**src/inc/hsas_defs.svh**
```systemverilog
// register offsets, field positions, reset values and timing figures of the heater alarm supervisor
`ifndef HSAS_DEFS_SVH
`define HSAS_DEFS_SVH

// register byte offsets
`define HSAS_REG_CTRL 8'h00
`define HSAS_REG_WARN_TH 8'h04
`define HSAS_REG_CRIT_TH 8'h08
`define HSAS_REG_VOLT_LO 8'h0c
`define HSAS_REG_CURR_LO 8'h10
`define HSAS_REG_RELEASE 8'h14
`define HSAS_REG_STATUS 8'h18
`define HSAS_REG_IRQ_STAT 8'h1c
`define HSAS_REG_IRQ_CLR 8'h20
`define HSAS_REG_IRQ_EN 8'h24

// control register fields
`define HSAS_CTRL_LEVEL 0
`define HSAS_CTRL_POL 1
`define HSAS_CTRL_DSEL 8

// interrupt event bits
`define HSAS_EV_WARN 0
`define HSAS_EV_CRIT 1
`define HSAS_EV_LOST 2
`define HSAS_EV_W 3

// reset values, change rate in 0.1 percent units
`define HSAS_WARN_TH_RST 16'h001e
`define HSAS_CRIT_TH_RST 16'h0032
`define HSAS_VOLT_LO_RST 16'h000a
`define HSAS_CURR_LO_RST 16'h000a

// timing
`define HSAS_CLK_MHZ 125
`define HSAS_BLINK_HALF_MS 500

`endif

```
**src/inc/hsas_pkg.sv**
```systemverilog
// types shared by the heater alarm supervisor
package hsas_pkg;

  // supervisory state of one heater channel
  typedef enum logic {
    HSAS_WAIT,
    HSAS_SETTLED
  } hsas_state_t;

  // one channel's measurement results from the measurement logic
  typedef struct packed {
    logic [15:0] volt;
    logic [15:0] curr;
    logic [15:0] rate;
    logic pwr_stable;
    logic res_stable;
    logic meas_err;
  } hsas_meas_t;

  // register port request
  typedef struct packed {
    logic [7:0] addr;
    logic [31:0] wdata;
    logic wr;
    logic rd;
  } hsas_bus_t;

endpackage

```
**src/rtl/hsas_top.sv**
```systemverilog
// supervisory state machine and alarm latches of the heater condition monitor
//
// Function
// (RULE1) no voltage and current sensed: light no-signal lamp, show three dashes.
// (RULE2) signal measured: no-signal lamp off, display the reference change rate.
// (RULE3) waiting for stabilization: no deterioration alarm is judged.
// (RULE4) entering stabilized: settled lamp on, start judging alarms.
// (RULE5) stabilized and rate above warning threshold: yellow lamp and fault lamp.
// (RULE6) output level warning-or-critical lets warning drive alarm output too.
// (RULE7) stabilized and rate above critical threshold: red lamp, alarm output on.
// (RULE8) voltage or current below lower limit: back to waiting, no-signal lamp.
// (RULE9) raised alarms stay latched after leaving stabilized.
// (RULE10) before restabilization no new alarm, latched state held.
// (RULE11) latch release returns the status lamp to green.
// (RULE12) rate already over threshold raises alarm in the entering step.
// (RULE13) enter stabilized only when all four conditions hold together.
// (RULE14) leave stabilized when any condition fails or a measurement error occurs.
// (RULE15) status lamp shows most severe level: red over yellow over green.
// (RULE16) fault lamp steady for displayed channel, flashing for others, else dark.
// (RULE17) release is a one-cycle pulse clearing all latches.
//
// The strobed register port and the register offsets were chosen for this implementation.
`timescale 1ns/1ps
`default_nettype none
`include "hsas_defs.svh"

module hsas_top #(
  parameter int NCH = 2,
  parameter int BLINK_CYC = `HSAS_BLINK_HALF_MS * `HSAS_CLK_MHZ * 1000
) (
  input wire logic I_CLOCK,
  input wire logic I_SYS_RST,
  input wire hsas_pkg::hsas_bus_t I_BUS,
  input wire hsas_pkg::hsas_meas_t [NCH-1:0] I_MEAS,
  input wire logic I_RELEASE_N,
  output logic [31:0] O_RDATA,
  output logic O_IRQ,
  output logic O_LAMP_GRN,
  output logic O_LAMP_YEL,
  output logic O_LAMP_RED,
  output logic O_FAULT_LAMP,
  output logic O_SETTLED_LAMP,
  output logic O_NOSIG_LAMP,
  output logic O_DISP_DASH,
  output logic [15:0] O_DISP_RATE,
  output logic O_ALARM_XSTR
);
  import hsas_pkg::*;

  localparam int CW = (NCH > 1) ? $clog2(NCH) : 1;

  // status register packs four bits per channel, so eight channels at most
  generate
    if (NCH < 1 || NCH > 8) begin : g_bad_nch
      $error("NCH must lie between 1 and 8");
    end
    if (BLINK_CYC < 2) begin : g_bad_blink
      $error("BLINK_CYC must be at least 2");
    end
  endgenerate

  // software-visible settings
  logic level_q;
  logic pol_q;
  logic [CW-1:0] dsel_q;
  logic [15:0] warn_th_q;
  logic [15:0] crit_th_q;
  logic [15:0] volt_lo_q;
  logic [15:0] curr_lo_q;
  logic [`HSAS_EV_W-1:0] irq_en_q;
  logic [`HSAS_EV_W-1:0] irq_stat_q;

  // per-channel views
  logic [NCH-1:0] sig_v;
  logic [NCH-1:0] enter_v;
  logic [NCH-1:0] set_v;
  logic [NCH-1:0] warn_v;
  logic [NCH-1:0] crit_v;
  logic [NCH-1:0] wraise_v;
  logic [NCH-1:0] craise_v;
  logic [NCH-1:0] lost_v;

  // release button synchroniser, third stage only for the edge
  logic rel_s1_q;
  logic rel_s2_q;
  logic rel_s3_q;
  logic rel_p;
  logic sw_rel;

  always_ff @(posedge I_CLOCK) begin
    if (I_SYS_RST) begin
      rel_s1_q <= 1'b1;
      rel_s2_q <= 1'b1;
      rel_s3_q <= 1'b1;
    end else begin
      rel_s1_q <= I_RELEASE_N;
      rel_s2_q <= rel_s1_q;
      rel_s3_q <= rel_s2_q;
    end
  end

  // one-cycle release from a register write or a button press
  assign sw_rel = I_BUS.wr && (I_BUS.addr == `HSAS_REG_RELEASE) && I_BUS.wdata[0];
  assign rel_p = sw_rel || (!rel_s2_q && rel_s3_q); // RULE17

  // register writes
  always_ff @(posedge I_CLOCK) begin
    if (I_SYS_RST) begin
      level_q <= 1'b0;
      pol_q <= 1'b0;
      dsel_q <= '0;
      warn_th_q <= `HSAS_WARN_TH_RST;
      crit_th_q <= `HSAS_CRIT_TH_RST;
      volt_lo_q <= `HSAS_VOLT_LO_RST;
      curr_lo_q <= `HSAS_CURR_LO_RST;
      irq_en_q <= '0;
    end else if (I_BUS.wr) begin
      case (I_BUS.addr)
        `HSAS_REG_CTRL: begin
          level_q <= I_BUS.wdata[`HSAS_CTRL_LEVEL];
          pol_q <= I_BUS.wdata[`HSAS_CTRL_POL];
          dsel_q <= I_BUS.wdata[`HSAS_CTRL_DSEL +: CW];
        end
        `HSAS_REG_WARN_TH: warn_th_q <= I_BUS.wdata[15:0];
        `HSAS_REG_CRIT_TH: crit_th_q <= I_BUS.wdata[15:0];
        `HSAS_REG_VOLT_LO: volt_lo_q <= I_BUS.wdata[15:0];
        `HSAS_REG_CURR_LO: curr_lo_q <= I_BUS.wdata[15:0];
        `HSAS_REG_IRQ_EN: irq_en_q <= I_BUS.wdata[`HSAS_EV_W-1:0];
        default: ;
      endcase
    end
  end

  // per-channel supervisor
  generate
    for (genvar c = 0; c < NCH; c++) begin : g_ch
      hsas_state_t state_q;
      logic warn_q;
      logic crit_q;

      assign sig_v[c] = (I_MEAS[c].volt >= volt_lo_q) && (I_MEAS[c].curr >= curr_lo_q); // RULE8
      // all four conditions together, and no measurement error
      assign enter_v[c] = I_MEAS[c].pwr_stable && I_MEAS[c].res_stable && sig_v[c]
                          && !I_MEAS[c].meas_err; // RULE13 RULE14
      // judging follows the next state, so the entering step already judges
      assign wraise_v[c] = enter_v[c] && (I_MEAS[c].rate > warn_th_q); // RULE3 RULE5 RULE12
      assign craise_v[c] = enter_v[c] && (I_MEAS[c].rate > crit_th_q); // RULE7 RULE10
      assign lost_v[c] = (state_q == HSAS_SETTLED) && !enter_v[c];
      assign set_v[c] = (state_q == HSAS_SETTLED);
      assign warn_v[c] = warn_q;
      assign crit_v[c] = crit_q;

      // two-state supervisor
      always_ff @(posedge I_CLOCK) begin
        if (I_SYS_RST) begin
          state_q <= HSAS_WAIT;
        end else begin
          case (state_q)
            HSAS_WAIT: if (enter_v[c]) state_q <= HSAS_SETTLED; // RULE4 RULE13
            HSAS_SETTLED: if (!enter_v[c]) state_q <= HSAS_WAIT; // RULE8 RULE14
            default: state_q <= HSAS_WAIT;
          endcase
        end
      end

      // latches hold across leaving; release wins so a cleared flag is judged afresh
      always_ff @(posedge I_CLOCK) begin
        if (I_SYS_RST) begin
          warn_q <= 1'b0;
          crit_q <= 1'b0;
        end else if (rel_p) begin
          warn_q <= 1'b0; // RULE11 RULE17
          crit_q <= 1'b0;
        end else begin
          warn_q <= warn_q || wraise_v[c]; // RULE9
          crit_q <= crit_q || craise_v[c]; // RULE9 RULE10
        end
      end
    end
  endgenerate

  // displayed channel, out-of-range selection falls back to channel 0
  logic [CW-1:0] dch;
  logic any_warn;
  logic any_crit;
  logic any_alarm;
  logic disp_alarm;
  logic alarm_act;
  assign dch = (int'(dsel_q) < NCH) ? dsel_q : '0;
  assign any_warn = |warn_v;
  assign any_crit = |crit_v;
  assign any_alarm = any_warn || any_crit;
  assign disp_alarm = warn_v[dch] || crit_v[dch];
  assign alarm_act = any_crit || (level_q && any_warn); // RULE6 RULE7

  // fault lamp blink timer; free running so all flashing lamps stay in phase
  logic [31:0] blink_cnt_q;
  logic blink_q;
  always_ff @(posedge I_CLOCK) begin
    if (I_SYS_RST) begin
      blink_cnt_q <= '0;
      blink_q <= 1'b0;
    end else if (blink_cnt_q == 32'(BLINK_CYC - 1)) begin
      blink_cnt_q <= '0;
      blink_q <= !blink_q;
    end else begin
      blink_cnt_q <= blink_cnt_q + 32'h0000_0001;
    end
  end

  // lamps, display and transistor, all registered
  always_ff @(posedge I_CLOCK) begin
    if (I_SYS_RST) begin
      O_LAMP_GRN <= 1'b1;
      O_LAMP_YEL <= 1'b0;
      O_LAMP_RED <= 1'b0;
      O_FAULT_LAMP <= 1'b0;
      O_SETTLED_LAMP <= 1'b0;
      O_NOSIG_LAMP <= 1'b1;
      O_DISP_DASH <= 1'b1;
      O_DISP_RATE <= 16'h0000;
      O_ALARM_XSTR <= 1'b1;
    end else begin
      O_LAMP_RED <= any_crit; // RULE7 RULE15
      O_LAMP_YEL <= !any_crit && any_warn; // RULE5 RULE15
      O_LAMP_GRN <= !any_alarm; // RULE11 RULE15
      O_FAULT_LAMP <= disp_alarm || (any_alarm && blink_q); // RULE5 RULE16
      O_SETTLED_LAMP <= set_v[dch]; // RULE4 RULE8
      O_NOSIG_LAMP <= !sig_v[dch]; // RULE1 RULE2 RULE8
      O_DISP_DASH <= !sig_v[dch]; // RULE1
      O_DISP_RATE <= sig_v[dch] ? I_MEAS[dch].rate : 16'h0000; // RULE2
      // normally closed conducts while quiet, normally open conducts in alarm
      O_ALARM_XSTR <= pol_q ? alarm_act : !alarm_act; // RULE6 RULE7
    end
  end

  // interrupt events: a new raise on any channel or any channel leaving stabilized
  logic [`HSAS_EV_W-1:0] ev;
  logic [`HSAS_EV_W-1:0] irq_clr;
  assign ev[`HSAS_EV_WARN] = |(wraise_v & ~warn_v);
  assign ev[`HSAS_EV_CRIT] = |(craise_v & ~crit_v);
  assign ev[`HSAS_EV_LOST] = |lost_v;
  assign irq_clr = (I_BUS.wr && I_BUS.addr == `HSAS_REG_IRQ_CLR) ? I_BUS.wdata[`HSAS_EV_W-1:0] : '0;

  // sticky status; a new event wins over a clear in the same cycle
  always_ff @(posedge I_CLOCK) begin
    if (I_SYS_RST) begin
      irq_stat_q <= '0;
      O_IRQ <= 1'b0;
    end else begin
      irq_stat_q <= (irq_stat_q & ~irq_clr) | ev;
      O_IRQ <= |(irq_stat_q & irq_en_q);
    end
  end

  // channel status word: {crit, warn, settled, signal} per channel
  logic [31:0] status_w;
  always_comb begin
    status_w = '0;
    for (int i = 0; i < NCH; i++) begin
      status_w[4*i +: 4] = {crit_v[i], warn_v[i], set_v[i], sig_v[i]};
    end
  end

  // read data stands for the one cycle after the strobe, else zero
  always_ff @(posedge I_CLOCK) begin
    if (I_SYS_RST) begin
      O_RDATA <= '0;
    end else if (I_BUS.rd) begin
      case (I_BUS.addr)
        `HSAS_REG_CTRL: O_RDATA <= {16'h0000, 8'(dsel_q), 6'h00, pol_q, level_q};
        `HSAS_REG_WARN_TH: O_RDATA <= {16'h0000, warn_th_q};
        `HSAS_REG_CRIT_TH: O_RDATA <= {16'h0000, crit_th_q};
        `HSAS_REG_VOLT_LO: O_RDATA <= {16'h0000, volt_lo_q};
        `HSAS_REG_CURR_LO: O_RDATA <= {16'h0000, curr_lo_q};
        `HSAS_REG_STATUS: O_RDATA <= status_w;
        `HSAS_REG_IRQ_STAT: O_RDATA <= {29'h0000_0000, irq_stat_q};
        `HSAS_REG_IRQ_EN: O_RDATA <= {29'h0000_0000, irq_en_q};
        default: O_RDATA <= '0;
      endcase
    end else begin
      O_RDATA <= '0;
    end
  end
endmodule
`default_nettype wire

```
**config.mk**
```make
export PLATFORM = sky130hd
export DESIGN_NAME = hsas_top
export DESIGN_NICKNAME = d
export VERILOG_FILES = /design/src/inc/hsas_pkg.sv /design/src/rtl/hsas_top.sv
export VERILOG_INCLUDE_DIRS = /design/src /design/src/inc
export SDC_FILE = /design/constraint.sdc
export NUM_CORES = 1
export LEC_CHECK = 0
export ABC_AREA = 1
export BUFFER_PORTS_ARGS = -buffer_cell sky130_fd_sc_hd__buf_2
export CORE_AREA = 2 2 141 143
export DETAILED_ROUTE_END_ITERATION = 10
export DIE_AREA = 0 0 143 145
export PLACE_DENSITY = 0.75
export SETUP_SLACK_MARGIN = 0.4
export SLEW_MARGIN = 5
export SYNTH_ARGS = -nofsm -noshare
export SYNTH_HDL_FRONTEND = slang
export SYNTH_SLANG_ARGS = --single-unit
export TNS_END_PERCENT = 5
```
**constraint.sdc**
```tcl
create_clock -name I_CLOCK -period 4.4 [get_ports I_CLOCK]
set_clock_uncertainty 0.05 [all_clocks]
set_input_delay 0.44 -clock I_CLOCK [delete_from_list [all_inputs] [get_ports I_CLOCK]]
set_output_delay 0.44 -clock I_CLOCK [all_outputs]
set_load 0.005 [all_outputs]
```
After elaboration in Yosys (flattened, before gate mapping)
Index checks and enable logic that the tools add are counted.
{ "totals": {"register_bits": 171, "input_bits": 147, "output_inout_bits": 57, "elab_cells": 132} }
{ "classes": {"n_addsub": 1, "n_lt_le_gt_ge": 9, "eq_ne": 10, "muxes": 15, "n_bitwise": 10, "reduce_logical": 57} }
{ "op_table": {"columns": ["cell", "count"], "rows": [
  ["16-bit one-hot mux with 8 select lines", 1],
  ["16-bit >= comparator", 4],
  ["16-bit > comparator", 4],
  ["19-bit two-way mux", 2],
  ["32-bit by 1-bit adder with 32-bit output (second input constant)", 1],
  ["32-bit by 26-bit equality test with 1-bit output (second input constant)", 1],
  ["8-bit by 5-bit equality test with 1-bit output (second input constant)", 4],
  ["1-bit logical AND", 21],
  ["2-bit OR reduction", 9],
  ["8-bit by 4-bit equality test with 1-bit output (second input constant)", 2],
  ["8-bit by 6-bit equality test with 1-bit output (second input constant)", 2],
  ["2-bit AND reduction", 6],
  ["1-bit two-way mux", 11],
  ["1-bit logical NOT", 10],
  ["1-bit logical OR", 9],
  ["8-bit by 3-bit equality test with 1-bit output (second input constant)", 1],
  ["8-bit logical NOT", 1],
  ["3-bit bitwise AND", 2],
  ["2-bit bitwise AND", 2],
  ["2-bit inverter", 2],
  ["3-bit two-way mux", 1],
  ["3-bit inverter", 1],
  ["3-bit bitwise OR", 1],
  ["3-bit OR reduction", 1],
  ["other kinds (2)", 3]
]} }

Logic depth before layout (Yosys ltp)
Gate-level depths: netlist of the first run.
{ "logic_depth": {"depth_word": 8, "depth_mapped": 17, "mapped_depth_nobuf": 17} }

Least setup slack after synthesis of the first run
OpenSTA, ideal clock, no wires.
{ "synth_timing": {"kind": "input-to-reg", "from": "in I_MEAS[26] (netlist bit)", "to": "reg O_DISP_RATE[10]", "setup_time_ns": 0.119, "arrival_time_ns": 1.779, "required_time_ns": 4.231, "path_slack_ns": 2.452, "cell_stages": 12, "path_cell_list": "ha_1 > a21oi_1 > nand2_1 > nor2_1 > nand2_1 > nand2_1 > nand2_1 > nand2_1 > inv_1 > o21ai_2 > buf_2 > a21oi_1"} }
{ "synth_between": {"elab_chain_len": 6} }
{ "synth_rtl": {"columns": ["item", "line", "text"], "rows": [
  ["start: declaration", "hsas_top.sv:34", "input wire hsas_pkg::hsas_meas_t [NCH-1:0] I_MEAS,"],
  ["16-bit >= comparator", "hsas_top.sv:141", "assign sig_v[c] = (I_MEAS[c].volt >= volt_lo_q) && (I_MEAS[c].curr >= curr_lo_q);"],
  ["1-bit logical AND", "hsas_top.sv:141", null],
  ["1-bit two-way mux (implied by the code) (2 in series)", "hsas_top.sv:231", "O_DISP_RATE <= sig_v[dch] ? I_MEAS[dch].rate : 16'h0000;"],
  ["1-bit inverter (no line)", null, null],
  ["2-bit OR reduction (no line)", null, null],
  ["end signal: assignment", "hsas_top.sv:231", null],
  ["end: declaration", "hsas_top.sv:45", "output logic [15:0] O_DISP_RATE,"]
]} }
Every way passes these cells. The select of a mux whose other input is x is not followed.
A chain may end at the register's enable or synchronous reset.

Worst setup path in the final report of the first run
{ "layout_timing": {"from": "reg blink_cnt_q[0]", "to": "reg blink_cnt_q[21]"} }
{ "layout_between": {"elab_chain_len": 2} }
{ "layout_rtl": {"columns": ["item", "line", "text"], "rows": [
  ["start: declaration", "hsas_top.sv:197", "logic [31:0] blink_cnt_q;"],
  ["start signal: assignment", "hsas_top.sv:207", "blink_cnt_q <= blink_cnt_q + 32'h0000_0001;"],
  ["branches (longest 2 deep; another with 32-bit by 1-bit adder with 32-bit output)", null, null]
]} }
Parallel ways; which one is timed is not known.

==> reports/metrics.csv, run 1 <==
metric,value,unit
hold_class,in -> reg,
root_buffer,clkbuf_16,
min_period,2450,ps
synth_seq_cells,155,
hpwl,20.4,mm
worstMarginPinSlew,1120,ps
final_util,0.576,
cts_setup_buffers,0,
p_leak,5.02,nW
grt_pass1_wl,40.9,mm
cts_buffers,17,
post_dp_cell_area,0.0105,mm^2
synthArstFlopShare,0,
synth-edff-count,0,
synth_largest_area_cell,dfxtp_1,
grt_use_met2,0.394,
fp-row-count,51,
nNetsFinal,1713,
grt_max_degree,40,
die_h,145,um
clk_path_buf_depth,2,
stdcell_area,0.0111,mm^2
cp_max_fo,32,
antenna_found_initial,5,
synth_cell_types,54,
setup_violations,0,
syn_to_final_growth,16.6,%
num_vias,8965,
max-vdd-ir-drop,244,uV
status,"finished, final reports clean",
syn_area_per_cell,7.42,um^2
r2r_cells,7,
drc,0,
whs,166,ps
ctsHoldBuffers,0,
fmax,408,MHz
firstDrtPassIters,6,
crit_path_end_kind,register,
yosysMostFrequentCell,nand2_1,
worstSetupPathType,reg -> reg,
grt_usage,0.251,
htree_levels,4,
cellPowerDensity,291,mW/mm^2
yosysWarnings,0,
finalCritPeriodShare,0.558,
ant_nets,0,
busiest_layer,met2,
seq_area_frac_synth,0.327,
fillCellCount,1762,
cp-start-kind,register,
drive_gt1_frac,0.179,
first_global_vias,8291,
setup_tns,0,ps
critPathArrivalTime,2680,ps
synth_commonest_cells,"nand2_1, inv_1, dfxtp_1",
ios,204,
slew_violations,0,
finalWirelength,25.7,mm
grtUsageMet3,0.0508,
maxSlewHeadroom,0.250,
synth_flop_cell,dfxtp_1,
clk_pin_slew_worst_paths,60,ps
worstPathRequired,4630,ps
wire_per_inst,15.0,um
grt.overflow.total,0,
portBuffers,171,
cts_num_sinks,155,
grt_setup_unrepaired,no,
hold_depth,2,
viasPerCell,5.22,
synth.top_cells.by_area,"dfxtp_1, ha_1, nand2_1",
die_area,0.0207,mm^2
die_x,143,um
drt_first_iter_violations,603,
drv_cap,0,
syn_inst,1279,
cts_tree,built,
netlist.area_leader.share,0.327,
synthesis.area,0.00949,mm^2
core-area,0.0192,mm^2
met1_usage,0.342,
start_util,0.494,
post_cts_resize_count,0,
hold_viol_final,0,
gp_congestion,0.934,
insertion_delay,440,ps
[logic make-up after synthesis]
kind of cell / share of synthesized area
simple gates: 0.219
fa+ha+maj: 0.170
flops: 0.327
buf+inv: 0.0961
compound gates: 0.172
other cells: 0.000395
xor+xnor: 0.0148
[worst max-delay path: stages (launching register included)]
cell	delay (ps)
dfxtp_1	360
ha_1	210
nand3_2	140
nor3_1	130
nor3b_1	180
and2_1	220
or2_1	880
nor2_1	120
[worst paths after layout]
kind                             start                         end  slack, ps
max          blink_cnt_q[0]$_SDFF_PP0_  blink_cnt_q[21]$_SDFF_PP0_       1950
min                        I_RELEASE_N         rel_s1_q$_SDFF_PP1_        170
max reg2reg  blink_cnt_q[0]$_SDFF_PP0_  blink_cnt_q[21]$_SDFF_PP0_       1950
min reg2reg        rel_s2_q$_SDFF_PP1_         rel_s3_q$_SDFF_PP1_        370
[cell type report]
cell class                      count  area [um^2]  area share
Tap cell                          265          332      0.0300
Inverter                          168          632      0.0571
Timing Repair Buffer              173          871      0.0787
Clock inverter                     11          110     0.00995
Antenna cell                        4         10.0    0.000904
Sequential cell                   155         3100       0.280
Multi-Input combinational cell    922         5530       0.500
Clock buffer                       21          480      0.0434
[layout by cell type, fill, tap and decap left out, drive strengths merged, types with 2 or more instances in the layout]
cell and count:
a211oi 7, a21oi 155, a31oi 3, a41oi 2, buf 173, clkbuf 21, clkinv 7, clkinvlp 3
conb 16, dfxtp 155, diode 4, ha 129, inv 168, nand2 251, nand3 39, nand4 19
nor2 124, nor3 16, nor3b 5, nor4 2, o211ai 11, o21a 5, o21ai 82, o21bai 6
o22ai 18, or2 8, xnor2 8, xor2 8
[sequential cells by signal (all words and copies together), names as in the netlist, 2 cells and up]
signal / cells
warn_th_q: 16
crit_th_q: 16
volt_lo_q: 16
irq_en_q: 3
g_ch.state_q: 2
irq_stat_q: 3
blink_cnt_q: 32
O_RDATA: 16
g_ch.crit_q: 2
g_ch.warn_q: 2
O_DISP_RATE: 16
curr_lo_q: 16
[stage by stage]
stage,cells,setup slack [ps],power (mW)
final,1719,1950,3.22
after global routing,1719,1640,3.34
after floorplan,1294,2450,1.66
after detailed placement,1683,1690,1.79
after global placement,1683,1700,1.78
after CTS,1715,1920,3.23
[metal layers]
metal	wire, um	vias up
li1	-	4548
met1	11600	4021
met2	11300	339
met3	1940	55
met4	820	2
met5	13	-
[power by group]
| group | switching, mW | total (mW) | internal (mW) |
|---|---|---|---|
| logic | 0.195 | 0.332 | 0.136 |
| clock network | 0.614 | 1.46 | 0.844 |
| registers | 0.00821 | 1.43 | 1.42 |
(Power assumes the default switching activity.)
==> run 2, diff against run 1 <==
clock period = 2.5 ns   (was 4.4 ns; I/O delays follow)
==> run 2 against run 1 <==
Against the previous run:
- cell area is 7.7% higher
- sequential power is 76% higher
- non-clock buffer count grew 23
- count of clock-buffer cells in the layout down 3
- worst hold slack got worse by 120 ps
- critical path type unchanged
- critical endpoint is now O_DISP_RATE[0]$_SDFF_PP0_
- highest routed layer is now met4
==> reports/metrics.csv, run 2 (synthesis gave the netlist of run 1 again) <==
metric,value,unit,change
status,"finished, final reports clean",,
largest_register,blink_cnt_q,,
hold_class,in -> reg,,
die_x,143,um,unchanged
cts_tree,built,,
cellPowerDensity,501,mW/mm^2,+72%
viasPerCell,5.32,,+2.0%
cts_num_sinks,155,,unchanged
critPathArrivalTime,2460,ps,-220 ps
pwr-share-seq,0.421,,-0.023
cp_max_fo,8,,-75%
nNetsFinal,1738,,+1.5%
largest_reg_flops,32,,unchanged
fmax,459,MHz,+12%
drv_cap,0,,unchanged
grt_max_degree,75,,+88%
grt.overflow.total,0,,unchanged
placedCellCount,1697,,+0.83%
preCtsSetupSlack,160,ps,-1530 ps
worstMarginPinSlew,777,ps,-348 ps
crit_path_end_kind,register,,
gp_congestion,0.907,,-2.9%
syn_to_final_growth,25.6,%,
start_util,0.494,,unchanged
worstPathCellList,"inv_1, ha_4, a21oi_1, a21boi_1, nand2_1, nand2_1, nand2_2, nand2_2, clkinvlp_4, o21ai_4, buf_12, nor2_1",,
slew_violations,0,,unchanged
clk_path_buf_depth,2,,unchanged
root_buffer,clkbuf_16,,
antenna_found_initial,4,,-1
finalCritPeriodShare,0.872,,+0.315
ios,204,,unchanged
min_period,2180,ps,-272 ps
grt_setup_unrepaired,yes,,
p_sw_frac,0.259,,+0.00560
worstPathRequired,2780,ps,-1850 ps
final_cell_mix,"nand2_1, buf_2, dfxtp_1, inv_1, a21oi_1",,
combPwrFrac,0.118,,+0.015
p_int,4.42,mW,+84%
firstDrtPassIters,5,,-1
ant_nets,0,,unchanged
layout.cells.non_filler,1744,,+1.5%
htree_levels,4,,unchanged
drt_first_iter_violations,765,,+27%
p_leak,5.20,nW,+3.7%
setup_slack,319,ps,-1630 ps
max-vdd-ir-drop,406,uV,+66%
post_dp_cell_area,0.0106,mm^2,+1.0%
wire_per_inst,15.9,um,+6.2%
worstSetupPathType,reg -> reg,,
stdcell_area,0.0119,mm^2,+7.7%
final_util,0.621,,+0.0444
grt_pass1_wl,42.8,mm,+4.5%
critPathMaxStageDelay,300,ps,-580 ps
hold_viol_final,0,,unchanged
clk_pin_slew_worst_paths,70,ps,about the same
cts_buffers,17,,unchanged
drc,0,,unchanged
first_global_vias,8783,,+5.9%
drive_gt1_frac,0.265,,+0.0865
p_sw,1.55,mW,+90%
finalWirelength,27.7,mm,+7.8%
core-area,0.0192,mm^2,unchanged
hpwl,21.0,mm,+2.7%
whs,42.7,ps,-123 ps
maxSlewHeadroom,0.482,,+0.232
setup_violations,0,,unchanged
num_vias,9279,,+3.5%
clkPwrFrac,0.461,,+0.008
finalPower,5.97,mW,+85%
portBuffers,171,,unchanged
die_area,0.0207,mm^2,unchanged
insertion_delay,440,ps,about the same
grt_usage,0.262,,+0.0105
fp-row-count,51,,unchanged
cp-start-kind,register,,
final_common_cell,nand2_1,,
die_h,145,um,unchanged
cpMaxStageDelayCell,dfxtp_1,,
setup_tns,0,ps,unchanged
==> run 2: cell type report <==
type,instances,area (um^2)
fillers,1658,7290
inverters,168,646
clock buffers,18,439
diodes,4,10.0
clock inverters,14,184
well taps,265,332
flip-flops and latches,155,3120
multi-input cells,924,6090
repair buffers,196,1100
==> run 2: final timing paths <==
kind                                           startpoint                         to  slack (ps)  cells past startpoint
worst max-delay path            curr_lo_q[3]$_SDFFE_PP1P_  O_DISP_RATE[0]$_SDFF_PP0_         320                     12
worst min-delay path                            I_MEAS[3]  O_DISP_RATE[0]$_SDFF_PP0_          40                      3
worst min register to register        rel_s1_q$_SDFF_PP1_        rel_s2_q$_SDFF_PP1_         360                      1
worst max register to register  curr_lo_q[3]$_SDFFE_PP1P_  O_DISP_RATE[0]$_SDFF_PP0_         320                     12
==> run 2: power groups by stage <==
stage	Combinational, mW	Sequential, mW	Clock (mW)
after floorplan	0.342	2.57	0
after global placement	0.563	2.57	0
after detailed placement	0.585	2.57	0
after CTS	0.614	2.52	2.76
after global routing	0.794	2.52	2.86
final	0.705	2.51	2.75
==> run 2: critical path, delay by kind of cell (launching register included) <==
family	cells	cell delay, ps
compound gates	3	600
buf+inv	3	540
simple gates	5	350
flops	1	300
fa+ha+maj	1	230
==> run 2: metal layers <==
layer | global-route usage | routed length, um | up-vias
met3 | 0.0525 | 2020 | 76
met4 | 0.0955 | 953 | 0
li1 | - | - | 4609
met2 | 0.411 | 12500 | 359
met5 | 0 | 0 | -
met1 | 0.354 | 12300 | 4235
==> run 2: timing repair <==
item	in CTS	in global routing
pin swaps	1	27
endpoints found under the hold margin	2	0
gates cloned	2	0
buffers inserted	1	6
setup endpoints to repair	36	57
gates resized for setup	9	117
hold buffers	2	0
==> run 3, diff against run 2 <==
ABC_AREA = unset   (was 1)
PLACE_DENSITY = 0.71   (was 0.75)
==> run 3 against run 2 <==
Against the previous run:
- the run now ends with negative setup slack left
- largest power group unchanged
- clock power down 6%
- non-clock buffer count grew 64
- sequential power about the same
- wire length decreased by 4.0%
- sequential share of layout area up 0.69 points
==> reports/metrics.csv, run 3 <==
metric,value,unit,change
max-vdd-ir-drop,483,uV,+19%
cp-start-kind,register,,
synth-edff-count,0,,unchanged
setup_tns,-2180,ps,-2180 ps
fmax,371,MHz,-19%
die_h,145,um,unchanged
seq_area_frac_synth,0.341,,+0.0143
synthArstFlopShare,0,,unchanged
clk_path_buf_depth,2,,unchanged
num_vias,8825,,-4.9%
wire_per_inst,16.3,um,+2.6%
r2r_slack,-200,ps,-520 ps
final_common_cell,nand2_1,,
worstPathRequired,2810,ps,+30 ps
setup_violations,20,,+20
finalPower,5.73,mW,-4.1%
pwr-share-seq,0.439,,+0.018
p_sw,1.44,mW,-7.1%
firstDrtPassIters,6,,+1
grt.overflow.total,0,,unchanged
p_sw_frac,0.251,,-0.00810
start_util,0.473,,-0.0207
finalCritPeriodShare,1.08,,+0.207
clk_pin_slew_worst_paths,60,ps,about the same
drt_first_iter_violations,563,,-26%
maxSlewHeadroom,0.537,,+0.0553
largest_reg_flops,32,,unchanged
synth_largest_area_cell,dfxtp_1,,
finalWirelength,26.6,mm,-4.0%
cts_buffers,17,,unchanged
slew_violations,0,,unchanged
grt_max_degree,68,,-9.3%
final_cell_mix,"nand2_1, buf_2, dfxtp_1, ha_1, a21oi_1",,
htree_levels,4,,unchanged
violations,negative setup slack,,
p_leak,4.85,nW,-6.8%
hold_class,in -> reg,,
gp_congestion,0.915,,+0.89%
hpwl,20.8,mm,-0.95%
syn_inst,1116,,-13%
core-area,0.0192,mm^2,unchanged
synth.top_cells.by_area,"dfxtp_1, ha_1, nand2_1",,
portBuffers,171,,unchanged
status,"finished, violations left",,
synth_seq_cells,155,,unchanged
grt_setup_unrepaired,yes,,
clkPwrFrac,0.452,,-0.009
p_int,4.29,mW,-3.1%
grt_usage,0.254,,-0.00745
yosysMostFrequentCell,nand2_1,,
root_buffer,clkbuf_16,,
synthesis.area,0.00909,mm^2,-4.2%
placedCellCount,1592,,-6.2%
final_util,0.603,,-0.0172
netlist.area_leader.share,0.341,,+0.0143
ios,204,,unchanged
cts_num_sinks,155,,unchanged
insertion_delay,430,ps,about the same
nNetsFinal,1628,,-6.3%
combPwrFrac,0.109,,-0.009
synth_cell_types,50,,-7.4%
die_x,143,um,unchanged
largest_register,blink_cnt_q,,
grt_use_met2,0.410,,-0.000718
syn_to_final_growth,27.5,%,
yosysWarnings,0,,unchanged
stdcell_area,0.0116,mm^2,-2.8%
min_period,2700,ps,+516 ps
ant_nets,0,,unchanged
setup_slack,-197,ps,-516 ps
cp_max_fo,3,,-5
whs,31.5,ps,-11.3 ps
critPathArrivalTime,3000,ps,+540 ps
grtUsageMet3,0.0436,,-0.00891
fp-row-count,51,,unchanged
drive_gt1_frac,0.253,,-0.0116
grt_pass1_wl,42.1,mm,-1.7%
cts_tree,built,,
antenna_found_initial,2,,-2
busiest_layer,met2,,
layout.cells.non_filler,1632,,-6.4%
worstSetupPathType,reg -> reg,,
crit_path_end_kind,register,,
syn_area_per_cell,8.15,um^2,+9.8%
cellPowerDensity,494,mW/mm^2,-1.4%
first_global_vias,8557,,-2.6%
drc,0,,unchanged
drv_cap,0,,unchanged
worstMarginPinSlew,694,ps,-82.1 ps
preCtsSetupSlack,-372,ps,-532 ps
die_area,0.0207,mm^2,unchanged
post_dp_cell_area,0.0108,mm^2,+1.7%
viasPerCell,5.41,,+1.6%
met1_usage,0.335,,-0.0191
hold_viol_final,0,,unchanged
synth_flop_cell,dfxtp_1,,
synth_commonest_cells,"nand2_1, dfxtp_1, ha_1",,
==> run 3: cell families after synthesis <==
kind of cell	Yosys count	synth area share
compound gates	220	0.149
flops	155	0.341
mux	18	0.0198
fa+ha+maj	129	0.177
buf+inv	134	0.0625
other cells	1	0.000412
xor+xnor	31	0.0299
simple gates	428	0.220
==> run 3: power groups by stage <==
stage / Clock [mW] / Sequential (mW) / Combinational, mW
after floorplan: 0 / 2.57 / 0.312
after global placement: 0 / 2.57 / 0.564
after detailed placement: 0 / 2.57 / 0.584
after CTS: 2.62 / 2.51 / 0.609
after global routing: 2.71 / 2.52 / 0.696
final: 2.59 / 2.51 / 0.624
==> run 3: layout make-up <==
class                           instances  area, um^2
Antenna cell                            2        5.00
Clock buffer                           19         443
Clock inverter                         13         141
Fill cell                            1707        7620
Inverter                               76         288
Multi-Input combinational cell        842        5700
Sequential cell                       155        3120
Tap cell                              265         332
Timing Repair Buffer                  260        1570
==> run 3: per-layer routing <==
| layer | part of all wire | routed length (um) |
|---|---|---|
| met3 | 0.066 | 1770 |
| met2 | 0.46 | 12400 |
| met4 | 0.033 | 889 |
| met5 | 0 | 0 |
| met1 | 0.44 | 11600 |
==> run 3: repair_timing <==
action	in CTS	in global routing
resized for setup	24	18
endpoints found under the setup margin	59	60
buffers inserted	4	1
endpoints found under the hold margin	1	0
hold buffers	1	0
pin swaps	18	12
==> run 3: worst paths after layout <==
check | cells after the start | startpoint | endpoint
setup / recovery | 10 | curr_lo_q[11]$_SDFFE_PP0P_ | irq_stat_q[0]$_SDFF_PP0_
hold reg to reg | 1 | rel_s1_q$_SDFF_PP1_ | rel_s2_q$_SDFF_PP1_
hold / removal | 2 | I_SYS_RST | rel_s1_q$_SDFF_PP1_
setup reg to reg | 10 | curr_lo_q[11]$_SDFFE_PP0P_ | irq_stat_q[0]$_SDFF_PP0_
==> run 3: worst max-delay path, cell delays in order (launching register included) <==
cell	delay, ps
dfxtp_2	330
inv_2	50
ha_4	250
nand4_1	120
or4_1	510
or4_4	450
nand3_4	130
nand2_4	80
buf_6	120
or4_4	400
a31oi_1	130
